==> config.mk <==
export PLATFORM = sky130hd
export DESIGN_NAME = wdu_watchdog_unit
export DESIGN_NICKNAME = d
export VERILOG_FILES = /design/src/hw/wdu_watchdog_unit.v
export VERILOG_INCLUDE_DIRS = /design/src /design/src/include
export SDC_FILE = /design/constraint.sdc
export NUM_CORES = 1
export LEC_CHECK = 0
export ABC_AREA = 1
export ABC_CLOCK_PERIOD_IN_PS = 5200
export BUFFER_PORTS_ARGS = -buffer_cell sky130_fd_sc_hd__buf_2
export CORE_UTILIZATION = 50
export DETAILED_ROUTE_END_ITERATION = 10
export PLACE_DENSITY = 0.85
export SYNTH_ARGS = -nofsm -noshare
export SYNTH_HDL_FRONTEND = slang
export SYNTH_SLANG_ARGS = --single-unit
==> constraint.sdc <==
create_clock -name clk_in -period 5.2 [get_ports clk_in]
set_input_delay 0.52 -clock clk_in [delete_from_list [all_inputs] [get_ports clk_in]]
set_output_delay 0.52 -clock clk_in [all_outputs]
set_load 0.05 [all_outputs]
==> src/include/wdu_regs.vh <==
// Purpose: register map, field positions and constants of the watchdog unit
// Assumes: 32-bit AXI4-Lite slave, byte addresses, one word per register
// Notes: definitions only
`ifndef WDU_REGS_VH
`define WDU_REGS_VH

// register byte offsets
`define WDU_OFF_CTRL 8'h00
`define WDU_OFF_RELOAD 8'h04
`define WDU_OFF_FEED1 8'h08
`define WDU_OFF_FEED2 8'h0c
`define WDU_OFF_STATUS 8'h10

// decoded register indices
`define WDU_IDX_CTRL 3'h0
`define WDU_IDX_RELOAD 3'h1
`define WDU_IDX_FEED1 3'h2
`define WDU_IDX_FEED2 3'h3
`define WDU_IDX_STATUS 3'h4
`define WDU_IDX_NONE 3'h7

// control register fields
`define WDU_CTRL_SEL 0
`define WDU_CTRL_FLAG 1
`define WDU_CTRL_RUN 2
`define WDU_CTRL_PRE_LO 5
`define WDU_CTRL_PRE_HI 7
`define WDU_CTRL_RST 8'he5
`define WDU_CTRL_PRE_RST 3'h7
`define WDU_RELOAD_RST 8'hff

// status register fields
`define WDU_ST_CNT_LO 0
`define WDU_ST_CNT_HI 7
`define WDU_ST_PRE_LO 8
`define WDU_ST_PRE_HI 10
`define WDU_ST_RUN 11
`define WDU_ST_SEL 12
`define WDU_ST_ARMED 13
`define WDU_ST_FEED_ERR 14
`define WDU_ST_RST 15
`define WDU_ST_WD_MODE 16
`define WDU_ST_LOCK 17

// feed key values
`define WDU_FEED1_KEY 8'ha5
`define WDU_FEED2_KEY 8'h5a

// timing: tap is 2^(base+pre) prescaler ticks
`define WDU_PRE_BASE 4'h5
`define WDU_PRE_W 13
`define WDU_RST_TICKS 2'h1

// bus answers
`define WDU_RESP_OKAY 2'b00
`define WDU_RESP_SLVERR 2'b10

`endif

==> src/hw/wdu_watchdog_unit.v <==
// Function
// - reset on underflow only if reset-enable set
// - timer runs after any reset
// - run bit starts/stops timer, reset value one
// - timer mode raises enabled interrupt on underflow
// - 13-bit prescaler, 8-bit down counter on tap
// - prescaler source selectable, change may lag
// - watchdog reset asserted on enabled underflow
// - reset lasts at least one watchdog clock
// - powered-down reset restarts oscillator, waits stable
// - reset-enable zero disables reset, ignores safety
// - reset enabled, software picks clock source
// - both set: force osc, run; write-once
// - writes held until valid feed loads them
// - writes between feed writes break sequence
// - wrong feed sequence resets at once
// - watchdog mode control write needs immediate feed
// - timer mode control follows holding every cycle
// - timeout 2^(5+pre)*(load+1)+1 watchdog clocks
// - prescaler select 0..7, load 0..255
// - flag set on underflow, zero write or watchdog-mode feed clears
// - select one oscillator, zero peripheral clock
//
// Purpose: watchdog unit with feed sequence behind an AXI4-Lite slave
// Assumes: pclk_en_in is a one-cycle enable on clk_in; oscillator and
//   oscillator-stable inputs are asynchronous pins
// Notes: the unit itself is cleared only by resetn_in (power-on)
//
// Decided for this implementation: the AXI4-Lite register port and the address map.
`timescale 1ns/1ps
`default_nettype none
`include "wdu_regs.vh"

module wdu_watchdog_unit (
  input wire clk_in,
  input wire resetn_in,
  input wire pclk_en_in,
  input wire wdosc_in,
  input wire reset_on_underflow_enable_in,
  input wire safety_lock_enable_in,
  input wire powered_down_in,
  input wire osc_stable_in,
  input wire interrupt_enable_in,
  input wire s_axi_awvalid_in,
  output wire s_axi_awready_out,
  input wire [7:0] s_axi_awaddr_in,
  input wire s_axi_wvalid_in,
  output wire s_axi_wready_out,
  input wire [31:0] s_axi_wdata_in,
  input wire [3:0] s_axi_wstrb_in,
  output wire s_axi_bvalid_out,
  input wire s_axi_bready_in,
  output wire [1:0] s_axi_bresp_out,
  input wire s_axi_arvalid_in,
  output wire s_axi_arready_out,
  input wire [7:0] s_axi_araddr_in,
  output wire s_axi_rvalid_out,
  input wire s_axi_rready_in,
  output wire [31:0] s_axi_rdata_out,
  output wire [1:0] s_axi_rresp_out,
  output wire wd_reset_out,
  output wire osc_start_out,
  output wire irq_out,
  output wire timeout_flag_out
);

////////////////////////////////////////////////////////////////////////////
// functions

// map a byte address onto a register index
function [2:0] reg_index;
  input [7:0] addr;
  begin
    case (addr)
      `WDU_OFF_CTRL: reg_index = `WDU_IDX_CTRL;
      `WDU_OFF_RELOAD: reg_index = `WDU_IDX_RELOAD;
      `WDU_OFF_FEED1: reg_index = `WDU_IDX_FEED1;
      `WDU_OFF_FEED2: reg_index = `WDU_IDX_FEED2;
      `WDU_OFF_STATUS: reg_index = `WDU_IDX_STATUS;
      default: reg_index = `WDU_IDX_NONE;
    endcase
  end
endfunction

// true when the prescaler sits on the last count of the selected tap
function tap_end;
  input [2:0] pre;
  input [`WDU_PRE_W-1:0] cnt;
  reg [`WDU_PRE_W-1:0] m;
  begin
    m = (13'h0001 << ({1'b0, pre} + `WDU_PRE_BASE)) - 13'h0001;
    tap_end = ((cnt & m) == m);
  end
endfunction

////////////////////////////////////////////////////////////////////////////
// pin synchronisers: only the second stage reads the first

reg osc_s1_ff, osc_s2_ff, osc_s3_ff, osc_lvl_ff;
reg stb_s1_ff, stb_s2_ff, stb_s3_ff, stb_lvl_ff;
wire osc_tick;

// a change counts once stages two and three agree
always @(posedge clk_in or negedge resetn_in) begin
  if (!resetn_in) begin
    osc_s1_ff <= 1'b0;
    osc_s2_ff <= 1'b0;
    osc_s3_ff <= 1'b0;
    osc_lvl_ff <= 1'b0;
    stb_s1_ff <= 1'b0;
    stb_s2_ff <= 1'b0;
    stb_s3_ff <= 1'b0;
    stb_lvl_ff <= 1'b0;
  end else begin
    osc_s1_ff <= wdosc_in;
    osc_s2_ff <= osc_s1_ff;
    osc_s3_ff <= osc_s2_ff;
    if (osc_s2_ff == osc_s3_ff) begin
      osc_lvl_ff <= osc_s3_ff;
    end
    stb_s1_ff <= osc_stable_in;
    stb_s2_ff <= stb_s1_ff;
    stb_s3_ff <= stb_s2_ff;
    if (stb_s2_ff == stb_s3_ff) begin
      stb_lvl_ff <= stb_s3_ff;
    end
  end
end

// one tick per filtered rising edge of the oscillator
assign osc_tick = (osc_s2_ff == osc_s3_ff) & osc_s3_ff & ~osc_lvl_ff;

////////////////////////////////////////////////////////////////////////////
// configuration word, caught after reset release

reg cfg_done_ff, cfg_rst_en_ff, cfg_safe_ff;
wire wd_mode, lock;

always @(posedge clk_in or negedge resetn_in) begin
  if (!resetn_in) begin
    cfg_done_ff <= 1'b0;
    cfg_rst_en_ff <= 1'b0;
    cfg_safe_ff <= 1'b0;
  end else if (!cfg_done_ff) begin
    cfg_done_ff <= 1'b1;
    cfg_rst_en_ff <= reset_on_underflow_enable_in;
    cfg_safe_ff <= safety_lock_enable_in;
  end
end

assign wd_mode = cfg_rst_en_ff;
// safety only counts with reset enabled
assign lock = cfg_rst_en_ff & cfg_safe_ff;

////////////////////////////////////////////////////////////////////////////
// AXI4-Lite slave handshake

reg aw_got_ff, w_got_ff, bvalid_ff, rvalid_ff;
reg [7:0] awaddr_ff;
reg [31:0] wdata_ff, rdata_ff;
reg [3:0] wstrb_ff;
reg [1:0] bresp_ff, rresp_ff;
wire do_write, do_read, wr_en;
wire [2:0] wr_idx, rd_idx;
wire [7:0] wbyte;
reg [31:0] nxt_rdata;

assign s_axi_awready_out = ~aw_got_ff & ~bvalid_ff;
assign s_axi_wready_out = ~w_got_ff & ~bvalid_ff;
assign s_axi_bvalid_out = bvalid_ff;
assign s_axi_bresp_out = bresp_ff;
assign s_axi_arready_out = ~rvalid_ff;
assign s_axi_rvalid_out = rvalid_ff;
assign s_axi_rdata_out = rdata_ff;
assign s_axi_rresp_out = rresp_ff;

assign do_write = aw_got_ff & w_got_ff;
assign wr_idx = reg_index(awaddr_ff);
assign wbyte = wdata_ff[7:0];
// only the low lane holds register bits; a write without it is dropped
assign wr_en = do_write & wstrb_ff[0] & (wr_idx != `WDU_IDX_NONE);
assign do_read = s_axi_arvalid_in & ~rvalid_ff;
assign rd_idx = reg_index(s_axi_araddr_in);

// address and data are taken in either order, answered once both are in
always @(posedge clk_in or negedge resetn_in) begin
  if (!resetn_in) begin
    aw_got_ff <= 1'b0;
    w_got_ff <= 1'b0;
    awaddr_ff <= 8'h00;
    wdata_ff <= 32'h0000_0000;
    wstrb_ff <= 4'h0;
    bvalid_ff <= 1'b0;
    bresp_ff <= `WDU_RESP_OKAY;
  end else begin
    if (s_axi_awvalid_in & s_axi_awready_out) begin
      aw_got_ff <= 1'b1;
      awaddr_ff <= s_axi_awaddr_in;
    end
    if (s_axi_wvalid_in & s_axi_wready_out) begin
      w_got_ff <= 1'b1;
      wdata_ff <= s_axi_wdata_in;
      wstrb_ff <= s_axi_wstrb_in;
    end
    if (do_write) begin
      aw_got_ff <= 1'b0;
      w_got_ff <= 1'b0;
      bvalid_ff <= 1'b1;
      bresp_ff <= (wr_idx == `WDU_IDX_NONE) ? `WDU_RESP_SLVERR
                                            : `WDU_RESP_OKAY;
    end else if (bvalid_ff & s_axi_bready_in) begin
      bvalid_ff <= 1'b0;
    end
  end
end

////////////////////////////////////////////////////////////////////////////
// holding registers, active control and feed detector

reg [7:0] hold_ctrl_ff, hold_reload_ff;
reg [2:0] act_pre_ff;
reg act_run_ff, act_sel_ff, flag_ff;
reg ctrl_once_ff, reload_once_ff;
reg armed_ff, ctrl_pend_ff, feed_err_ff;
reg [7:0] cnt_ff;
reg [`WDU_PRE_W-1:0] presc_ff;
reg expire_ff, rst_active_ff, osc_restart_ff;
reg [1:0] rst_ticks_ff;
reg feed_ok, feed_bad;
wire eff_run, eff_sel, tick, underflow, trigger, rst_done;

// safety lock overrides source and run bits
assign eff_sel = lock ? 1'b1 : act_sel_ff;
assign eff_run = lock ? 1'b1 : act_run_ff;
// new source is only seen at the next tick of that source
assign tick = eff_sel ? osc_tick : pclk_en_in;
assign underflow = tick & eff_run & ~rst_active_ff & expire_ff;
// errors and underflow only reset in watchdog mode
assign trigger = wd_mode & (underflow | feed_bad);
assign rst_done = rst_active_ff & tick & (rst_ticks_ff == `WDU_RST_TICKS);

// classify each register write against the feed sequence
always @* begin
  feed_ok = 1'b0;
  feed_bad = 1'b0;
  if (wr_en) begin
    if (armed_ff) begin
      // any write other than the second key breaks the sequence
      if ((wr_idx == `WDU_IDX_FEED2) && (wbyte == `WDU_FEED2_KEY)) begin
        feed_ok = 1'b1;
      end else begin
        feed_bad = 1'b1;
      end
    end else if (ctrl_pend_ff) begin
      if ((wr_idx != `WDU_IDX_FEED1) || (wbyte != `WDU_FEED1_KEY)) begin
        feed_bad = 1'b1;
      end
    end else if ((wr_idx == `WDU_IDX_FEED1) &&
                 (wbyte != `WDU_FEED1_KEY)) begin
      feed_bad = 1'b1;
    end else if (wr_idx == `WDU_IDX_FEED2) begin
      feed_bad = 1'b1;
    end
  end
end

// software view of control and reload, plus feed state
always @(posedge clk_in or negedge resetn_in) begin
  if (!resetn_in) begin
    hold_ctrl_ff <= `WDU_CTRL_RST;
    hold_reload_ff <= `WDU_RELOAD_RST;
    ctrl_once_ff <= 1'b0;
    reload_once_ff <= 1'b0;
    armed_ff <= 1'b0;
    ctrl_pend_ff <= 1'b0;
    feed_err_ff <= 1'b0;
  end else begin
    if (wr_en && (wr_idx == `WDU_IDX_CTRL) && !(lock && ctrl_once_ff)) begin
      hold_ctrl_ff <= wbyte;
      ctrl_once_ff <= 1'b1;
    end
    if (wr_en && (wr_idx == `WDU_IDX_RELOAD) &&
        !(lock && reload_once_ff)) begin
      hold_reload_ff <= wbyte;
      reload_once_ff <= 1'b1;
    end
    if (rst_done) begin
      hold_ctrl_ff[`WDU_CTRL_RUN] <= 1'b1;
    end
    // arm only on a good first key written outside any sequence
    if (wr_en) begin
      armed_ff <= ~armed_ff & (wr_idx == `WDU_IDX_FEED1) &
                  (wbyte == `WDU_FEED1_KEY);
    end
    if (feed_ok | feed_bad) begin
      ctrl_pend_ff <= 1'b0;
    end else if (wr_en && wd_mode && (wr_idx == `WDU_IDX_CTRL)) begin
      ctrl_pend_ff <= 1'b1;
    end
    if (feed_bad) begin
      feed_err_ff <= 1'b1;
    end else if (feed_ok) begin
      feed_err_ff <= 1'b0;
    end
  end
end

////////////////////////////////////////////////////////////////////////////
// prescaler, down counter, timeout flag

always @(posedge clk_in or negedge resetn_in) begin
  if (!resetn_in) begin
    act_pre_ff <= `WDU_CTRL_PRE_RST;
    act_run_ff <= 1'b1;
    act_sel_ff <= 1'b1;
    cnt_ff <= `WDU_RELOAD_RST;
    presc_ff <= {`WDU_PRE_W{1'b0}};
    expire_ff <= 1'b0;
    flag_ff <= 1'b0;
  end else begin
    // timer mode: control follows the holding copy every cycle
    if (!wd_mode || feed_ok) begin
      act_pre_ff <= hold_ctrl_ff[`WDU_CTRL_PRE_HI:`WDU_CTRL_PRE_LO];
      act_run_ff <= hold_ctrl_ff[`WDU_CTRL_RUN];
      act_sel_ff <= hold_ctrl_ff[`WDU_CTRL_SEL];
    end
    if (feed_ok || rst_done) begin
      cnt_ff <= hold_reload_ff;
      presc_ff <= {`WDU_PRE_W{1'b0}};
      expire_ff <= 1'b0;
      if (rst_done) begin
        act_run_ff <= 1'b1;
      end
    end else if (tick && eff_run && !rst_active_ff) begin
      if (expire_ff) begin
        // the extra tick after the last tap gives the +1
        expire_ff <= 1'b0;
        presc_ff <= {`WDU_PRE_W{1'b0}};
        cnt_ff <= `WDU_RELOAD_RST;
      end else if (tap_end(act_pre_ff, presc_ff)) begin
        presc_ff <= {`WDU_PRE_W{1'b0}};
        if (cnt_ff == 8'h00) begin
          expire_ff <= 1'b1;
        end else begin
          cnt_ff <= cnt_ff - 8'h01;
        end
      end else begin
        presc_ff <= presc_ff + 13'h0001;
      end
    end
    // a new underflow wins over a clear in the same cycle
    if (underflow) begin
      flag_ff <= 1'b1;
    end else if (feed_ok && wd_mode) begin
      flag_ff <= 1'b0;
    end else if (wr_en && (wr_idx == `WDU_IDX_CTRL) &&
                 !wbyte[`WDU_CTRL_FLAG]) begin
      flag_ff <= 1'b0;
    end
  end
end

////////////////////////////////////////////////////////////////////////////
// watchdog reset pulse and oscillator restart

// held until a full watchdog clock period has passed
always @(posedge clk_in or negedge resetn_in) begin
  if (!resetn_in) begin
    rst_active_ff <= 1'b0;
    rst_ticks_ff <= 2'h0;
    osc_restart_ff <= 1'b0;
  end else begin
    if (trigger && !rst_active_ff) begin
      rst_active_ff <= 1'b1;
      rst_ticks_ff <= 2'h0;
      if (powered_down_in) begin
        osc_restart_ff <= 1'b1;
      end
    end else if (rst_done) begin
      rst_active_ff <= 1'b0;
    end else if (rst_active_ff && tick) begin
      rst_ticks_ff <= rst_ticks_ff + 2'h1;
    end
    // execution stays held until the oscillator reports stable
    if (osc_restart_ff && !rst_active_ff && stb_lvl_ff) begin
      osc_restart_ff <= 1'b0;
    end
  end
end

assign wd_reset_out = rst_active_ff | osc_restart_ff;
assign osc_start_out = osc_restart_ff;
assign timeout_flag_out = flag_ff;
// timer mode only; the core gates it with its own interrupt logic
assign irq_out = flag_ff & ~wd_mode & interrupt_enable_in;

////////////////////////////////////////////////////////////////////////////
// read path

always @* begin
  nxt_rdata = 32'h0000_0000;
  case (rd_idx)
    `WDU_IDX_CTRL: begin
      nxt_rdata[7:0] = hold_ctrl_ff;
      nxt_rdata[`WDU_CTRL_FLAG] = flag_ff;
      if (lock) begin
        nxt_rdata[`WDU_CTRL_SEL] = 1'b1;
        nxt_rdata[`WDU_CTRL_RUN] = 1'b1;
      end
    end
    `WDU_IDX_RELOAD: nxt_rdata[7:0] = hold_reload_ff;
    `WDU_IDX_STATUS: begin
      nxt_rdata[`WDU_ST_CNT_HI:`WDU_ST_CNT_LO] = cnt_ff;
      nxt_rdata[`WDU_ST_PRE_HI:`WDU_ST_PRE_LO] = act_pre_ff;
      nxt_rdata[`WDU_ST_RUN] = eff_run;
      nxt_rdata[`WDU_ST_SEL] = eff_sel;
      nxt_rdata[`WDU_ST_ARMED] = armed_ff;
      nxt_rdata[`WDU_ST_FEED_ERR] = feed_err_ff;
      nxt_rdata[`WDU_ST_RST] = rst_active_ff;
      nxt_rdata[`WDU_ST_WD_MODE] = wd_mode;
      nxt_rdata[`WDU_ST_LOCK] = lock;
    end
    default: nxt_rdata = 32'h0000_0000;
  endcase
end

// reads never disturb the feed sequence
always @(posedge clk_in or negedge resetn_in) begin
  if (!resetn_in) begin
    rvalid_ff <= 1'b0;
    rdata_ff <= 32'h0000_0000;
    rresp_ff <= `WDU_RESP_OKAY;
  end else if (do_read) begin
    rvalid_ff <= 1'b1;
    rdata_ff <= nxt_rdata;
    rresp_ff <= (rd_idx == `WDU_IDX_NONE) ? `WDU_RESP_SLVERR
                                          : `WDU_RESP_OKAY;
  end else if (rvalid_ff && s_axi_rready_in) begin
    rvalid_ff <= 1'b0;
  end
end

endmodule // wdu_watchdog_unit
`default_nettype wire

==> flow_summary.ini, run 1 <==
[finish]
layout.cells.non_filler = 862
nFillCells = 926
syn2layout_area_growth_pct = 10.7
ff_latch_area_um2 = 2640
final_net_count = 792
multiInputGateArea_um2 = 2280
diodes = 0
final_layout_size_suffix_gt1_frac = 0.189

[drt]
totalWireLength_um = 10800
wire_per_inst_um = 12.5
ant_nets = 0
vias = 4350
drtPass1Iterations = 5
avgViaCountPerCell = 5.05
first_iter_violations = 299
route.detailed.drc = 0

[floorplanning]
core_um2 = 10300
ios = 111
dieArea_um2 = 11100
die_x_um = 105
start_util = 0.516
rows = 37
die_h_um = 105

[yosys]
syn_area_um2 = 5330
syn_inst = 654
avgSynthCellArea_um2 = 8.15
synth_top_cell_by_area = dfrtp_1
synth_seq_area_share = 0.495
synth_flop_cell = dfrtp_1
ys_ff_latch = 104
yosysWarnings = 0
synth-async-reset-ratio = 1.00
synth.area.top_cells = dfrtp_1 (37%), dfstp_2 (13%), nand2_1 (12%), o21ai_0 (5.5%), inv_1 (4.8%)
ys_types = 44
synth-edff-count = 0
netlist.area_leader.share = 0.366

[sta]
rsz0062_at_grt = false
holdWs_ps = 187
hold_viol = 0
slew_headroom = 0.285
fin_skew_ps = 14.8
max_freq_mhz = 421
final-setup-viol-count = 0
final.setup.tns_ps = 0
slew_viol_final = 0
layout_min_cycle_time_ps = 2370
worstMarginPinSlew_ps = 1070
post-route-period-util = 0.456

[status]
status = finished, final reports clean

[clocking]
tritoncts.num_buffers = 9
clk_pin_slew_worst_paths_ps = 110
cts_tree = yes
clock_sinks = 104
cts-root-buf = clkbuf_8
cts_resized = 0
htreeDepth = 3
clock_latency_ps = 380
cts_hold_buffers = 0
cts_max_path_buffers = 2
cts_setup_buffers = 0

[global_routing]
grt_pass1_vias = 4100
grt_pass1_wl_um = 18600
grt_max_degree = 59
grt_use_total = 0.210
gr-total-overflow = 0
antenna_found_initial = 0

[critical_path]
required_ps = 5520
max_stage_delay_ps = 580
path_cells = nand2_4, nand2_2, o21ai_2, nand4_2, inv_2, nor2_4, nand2_4, nand2_1, nor2_4, nand2_1, nand2_1
worstSetupPathType = register to register
critPathArrivalTime_ps = 2690
critPathBufInv = 1
crit_path_end_kind = register
path_common_cell = nand2_1
slowest_stage = dfrtp_1
critPathMaxFanout = 26
crit_path_start_kind = register
path_delay_family = simple AND/OR/NAND/NOR gates

[pwr]
sw_frac_of_total = 0.403
leakage_nw = 2.88
power_density_nw_per_um2 = 400
intPower_mw = 1.41
power_mw = 2.36
ir_drop_uv = 400
p_sw_uw = 951
clock_power_share = 0.206
combPwrFrac = 0.327
seqPwrFrac = 0.467

[placement]
gp_congestion = 0.874
place_inst = 846
dpl.hpwl_um = 7840
io_buffers = 67

[hold_path]
holdCritPathClass = primary input to asynchronous set/reset pin

[flow_run]
cap_violations = 0
[power groups by stage]
stage / clock (mW) / sequential (mW) / combinational (mW)
after floorplan: 0 / 1.12 / 0.598
after global placement: 0 / 1.11 / 0.743
after detailed placement: 0 / 1.11 / 0.767
after CTS: 0.499 / 1.10 / 0.773
after global routing: 0.532 / 1.13 / 0.877
final: 0.486 / 1.10 / 0.771
[final cells by class]
type,count,area share
clock buffer,10,0.0216
clock inverter,6,0.00933
inverter,74,0.0471
multi-input combinational,463,0.387
sequential,104,0.447
tap,136,0.0289
timing repair buffer,69,0.0598
[cells in the mapped netlist, types with 2 or more instances]
cell        n
a21oi_1    25
buf_2       3
buf_4      16
buf_6       3
clkbuf_1    8
conb_1      2
dfrtp_1    78
dfstp_2    26
ha_1        5
inv_1      68
inv_2       5
mux2_2      4
nand2_1   170
nand2_2     3
nand2_4     2
nand3_1    37
nand3b_1    2
nand4_1     7
nand4_2     2
nor2_1     62
nor2_2      2
nor2_4      2
nor3_1     13
o211ai_1    5
o21ai_0    59
o21ai_1     2
o22ai_1     5
o31ai_1    10
xor2_1     13
[final timing paths]
| path | start | to | slack [ps] | cells after the start |
|---|---|---|---|---|
| setup / recovery | cfg_rst_en_ff | cnt_ff[0] | 2830 | 11 |
| hold / removal | resetn_in | s_axi_rdata_out[6] | 190 | 1 |
| setup reg to reg | cfg_rst_en_ff | cnt_ff[0] | 2830 | 11 |
| hold reg to reg | osc_s1_ff | osc_s2_ff | 360 | 0 |
| max in group asynchronous | resetn_in | act_run_ff | 3980 | 2 |
| min in group clk_in | osc_stable_in | stb_s1_ff | 240 | 1 |
[sequential cells by signal, summed over array words and instances (netlist names), 3 cells and up]
register         flops
s_axi_rdata_out     18
presc_ff            13
awaddr_ff            8
cnt_ff               8
hold_reload_ff       8
wdata_ff             8
hold_ctrl_ff         7
act_pre_ff           3
[placed cells by master, fill, tap and decap left out, drive strengths merged]
master | Yosys | routed
a31oi | 1 | 1
inv | 73 | 79
nor3b | 1 | 1
maj3 | 1 | 1
dfrtp | 78 | 78
o21bai | 1 | 1
buf | 22 | 69
ha | 5 | 5
a31o | 1 | 1
nand2 | 175 | 175
o31ai | 10 | 10
a21oi | 26 | 26
mux2 | 4 | 4
o221ai | 1 | 1
xor2 | 13 | 13
nor3 | 14 | 14
nand4 | 9 | 9
conb | 2 | 19
or3 | 1 | 1
nor2 | 66 | 66
clkbuf | 8 | 10
o211ai | 5 | 5
dfstp | 26 | 26
clkinv | 1 | 1
nand3 | 38 | 38
nand3b | 2 | 2
o21ai | 62 | 62
nor4 | 2 | 2
o22ai | 6 | 6
[layer usage]
layer / track usage / routed length, µm / vias to the layer above / part of all wire
li1: - / - / 2222 / -
met1: 0.252 / 4840 / 2002 / 0.45
met2: 0.372 / 5280 / 109 / 0.49
met3: 0.0464 / 463 / 17 / 0.043
met4: 0.0724 / 213 / 0 / 0.020
met5: 0 / 0 / - / 0
[cell families after synthesis]
logic type	after synthesis	synth area share
DFF	104	0.495
buffers and inverters	104	0.0895
xor gates and xnor gates	13	0.0214
muxes	4	0.00845
AOI/OAI and AO/OA	113	0.121
adders and majority gates	6	0.0136
and+or+nand+nor	308	0.250
other	2	0.00141
[stage by stage]
| step | setup WS, ps | area (µm²) | util |
|---|---|---|---|
| after floorplan | 2990 | 5390 | - |
| after global placement | 2820 | 5720 | 0.554 |
| after detailed placement | 2820 | 5720 | 0.554 |
| after CTS | 2830 | 5900 | 0.571 |
| after global routing | 2600 | 5900 | 0.571 |
| final | 2830 | 5900 | 0.571 |
No activity file was read; power rests on OpenSTA's default activity.
==> run 2, diff against run 1 <==
--- a/config.mk
+++ b/config.mk
@@ -7,7 +7,7 @@
 export NUM_CORES = 1
 export LEC_CHECK = 0
 export ABC_AREA = 1
-export ABC_CLOCK_PERIOD_IN_PS = 5200
+export ABC_CLOCK_PERIOD_IN_PS = 2410
 export BUFFER_PORTS_ARGS = -buffer_cell sky130_fd_sc_hd__buf_2
 export CORE_UTILIZATION = 50
 export DETAILED_ROUTE_END_ITERATION = 10
==> constraint.sdc (replaced) <==
create_clock -name clk_in -period 2.41 [get_ports clk_in]
set_input_delay 0.241 -clock clk_in [delete_from_list [all_inputs] [get_ports clk_in]]
set_output_delay 0.241 -clock clk_in [all_outputs]
set_load 0.05 [all_outputs]
==> flow_summary.ini, run 2 (synthesized netlist as in run 1, its figures left out) <==
[status]
status = finished, final reports clean

[clocking]
clock_latency_ps = 370
cts_tree = yes
cts_max_path_buffers = 2
htreeDepth = 3
clock_sinks = 104
tritoncts.num_buffers = 9
clk_pin_slew_worst_paths_ps = 110
cts-root-buf = clkbuf_8

[critical_path]
regToRegSetupSlack_ps = 300
max_stage_delay_ps = 560
crit_path_end_kind = register
critPathArrivalTime_ps = 2430
crit_path_start_kind = register
worstSetupPathType = register to register
slowest_stage = dfrtp_1
critPathMaxFanout = 16
path_cells = nand2_4, nand2_2, o21ai_2, nand4_2, inv_2, nor2_4, buf_4, o21ai_0, o21ai_0, nand2_1, nand2_1
required_ps = 2730

[finish]
nFillCells = 908
utilization = 0.578
final_cell_mix = nand2_1 (170), dfrtp_1 (78), inv_1 (68)
final_common_cell = nand2_1
syn2layout_area_growth_pct = 12.0
final_layout_size_suffix_gt1_frac = 0.192
multiInputGateArea_um2 = 2280
diodes = 0
largest_reg_flops = 18
final_net_count = 800
ff_latch_area_um2 = 2640

[floorplanning]
ios = 111
rows = 37
die_x_um = 105
dieArea_um2 = 11100
core_um2 = 10300
die_h_um = 105
start_util = 0.516

[global_routing]
grt_max_degree = 54
grt_use_total = 0.211
gr-usage-met3 = 0.0445
grt_pass1_wl_um = 18600
grt_pass1_vias = 4132
met1_usage = 0.265
antenna_found_initial = 0
top_usage_layer = met2
grt_use_met2 = 0.361
gr-total-overflow = 0

[sta]
final-setup-viol-count = 0
final.setup.tns_ps = 0
post-route-period-util = 0.876
rsz0062_at_grt = false
layout_min_cycle_time_ps = 2110
fin_skew_ps = 14.7
max_freq_mhz = 474
slew_headroom = 0.280
slew_viol_final = 0
hold_viol = 0
worstMarginPinSlew_ps = 1080

[hold_path]
holdCritPathClass = primary input to register

[drt]
route.detailed.drc = 0
vias = 4445
wire_per_inst_um = 12.7
first_iter_violations = 264
ant_nets = 0
totalWireLength_um = 11100
drtPass1Iterations = 5
avgViaCountPerCell = 5.11

[pwr]
power_density_nw_per_um2 = 846
ir_drop_uv = 695
leakage_nw = 2.91

[flow_run]
cap_violations = 0

[placement]
dpl.hpwl_um = 8090
io_buffers = 67
gp_congestion = 0.876
==> run 2: cell types whose count changed in the layout (fill, tap and decap cells not counted) <==
cell           before  now
dlygate4sd3_1       0    3
inv_8               3    1
buf_4               3    7
inv_4               2    0
clkinvlp_4          0    3
buf_12              0    1
clkbuf_1            1    2
==> run 2: critical path, delay by kind of cell, from the launching register on <==
kind	cells	cell delay, ps
compound gates	3	310
flops	1	560
simple gates	6	830
buf+inv	2	330
==> run 2: final timing paths <==
check / from / endpoint / depth (start not counted)
max: cfg_rst_en_ff / cnt_ff[2] / 11
min: s_axi_bready_in / s_axi_bvalid_out / 2
max reg2reg: cfg_rst_en_ff / cnt_ff[2] / 11
min reg2reg: osc_s1_ff / osc_s2_ff / 0
max in group asynchronous: resetn_in / hold_reload_ff[4] / 3
min in group asynchronous: resetn_in / hold_ctrl_ff[4] / 2
==> run 2: where the power goes <==
part / switching [mW] / internal (mW) / total (mW)
sequential: 0.250 / 2.13 / 2.38
clock: 0.612 / 0.388 / 1.00
combinational: 1.15 / 0.515 / 1.67
==> run 2: metal layers <==
layer / share of wire / routed length, µm
met4: 0.017 / 193
met3: 0.051 / 570
met2: 0.49 / 5440
met5: 0 / 0
met1: 0.44 / 4880
==> run 2: cell type report <==
cell class / instances / share of cell area
clock buffers: 11 / 0.0220
clock inverters: 5 / 0.00713
inverters: 74 / 0.0465
multi-input cells: 463 / 0.382
flip-flops and latches: 104 / 0.441
well taps: 136 / 0.0285
repair buffers: 77 / 0.0725
==> run 2: through the flow <==
| step | cells | power, mW | worst slack, ps | hold slack (ps) | cell area (µm²) |
|---|---|---|---|---|---|
| 2_1_floorplan | 671 | 3.72 | 200 | -54.6 | 5390 |
| 3_3_place_gp | 851 | 4.01 | 388 | 185 | 5770 |
| 3_5_place_dp | 851 | 4.06 | 357 | 184 | 5770 |
| 4_1_cts | 870 | 5.07 | 311 | 35.1 | 5970 |
| 5_1_grt | 870 | 5.42 | 87.2 | 49.2 | 5970 |
| 6_report | 870 | 5.05 | 298 | 43.8 | 5970 |
==> run 2: timing repair <==
item / in CTS / in global routing
endpoints found under the hold margin: 14 / 0
gates resized for setup: 0 / 0
hold buffers: 3 / 0
buffers inserted: 0 / 0
setup endpoints to repair: 0 / 0
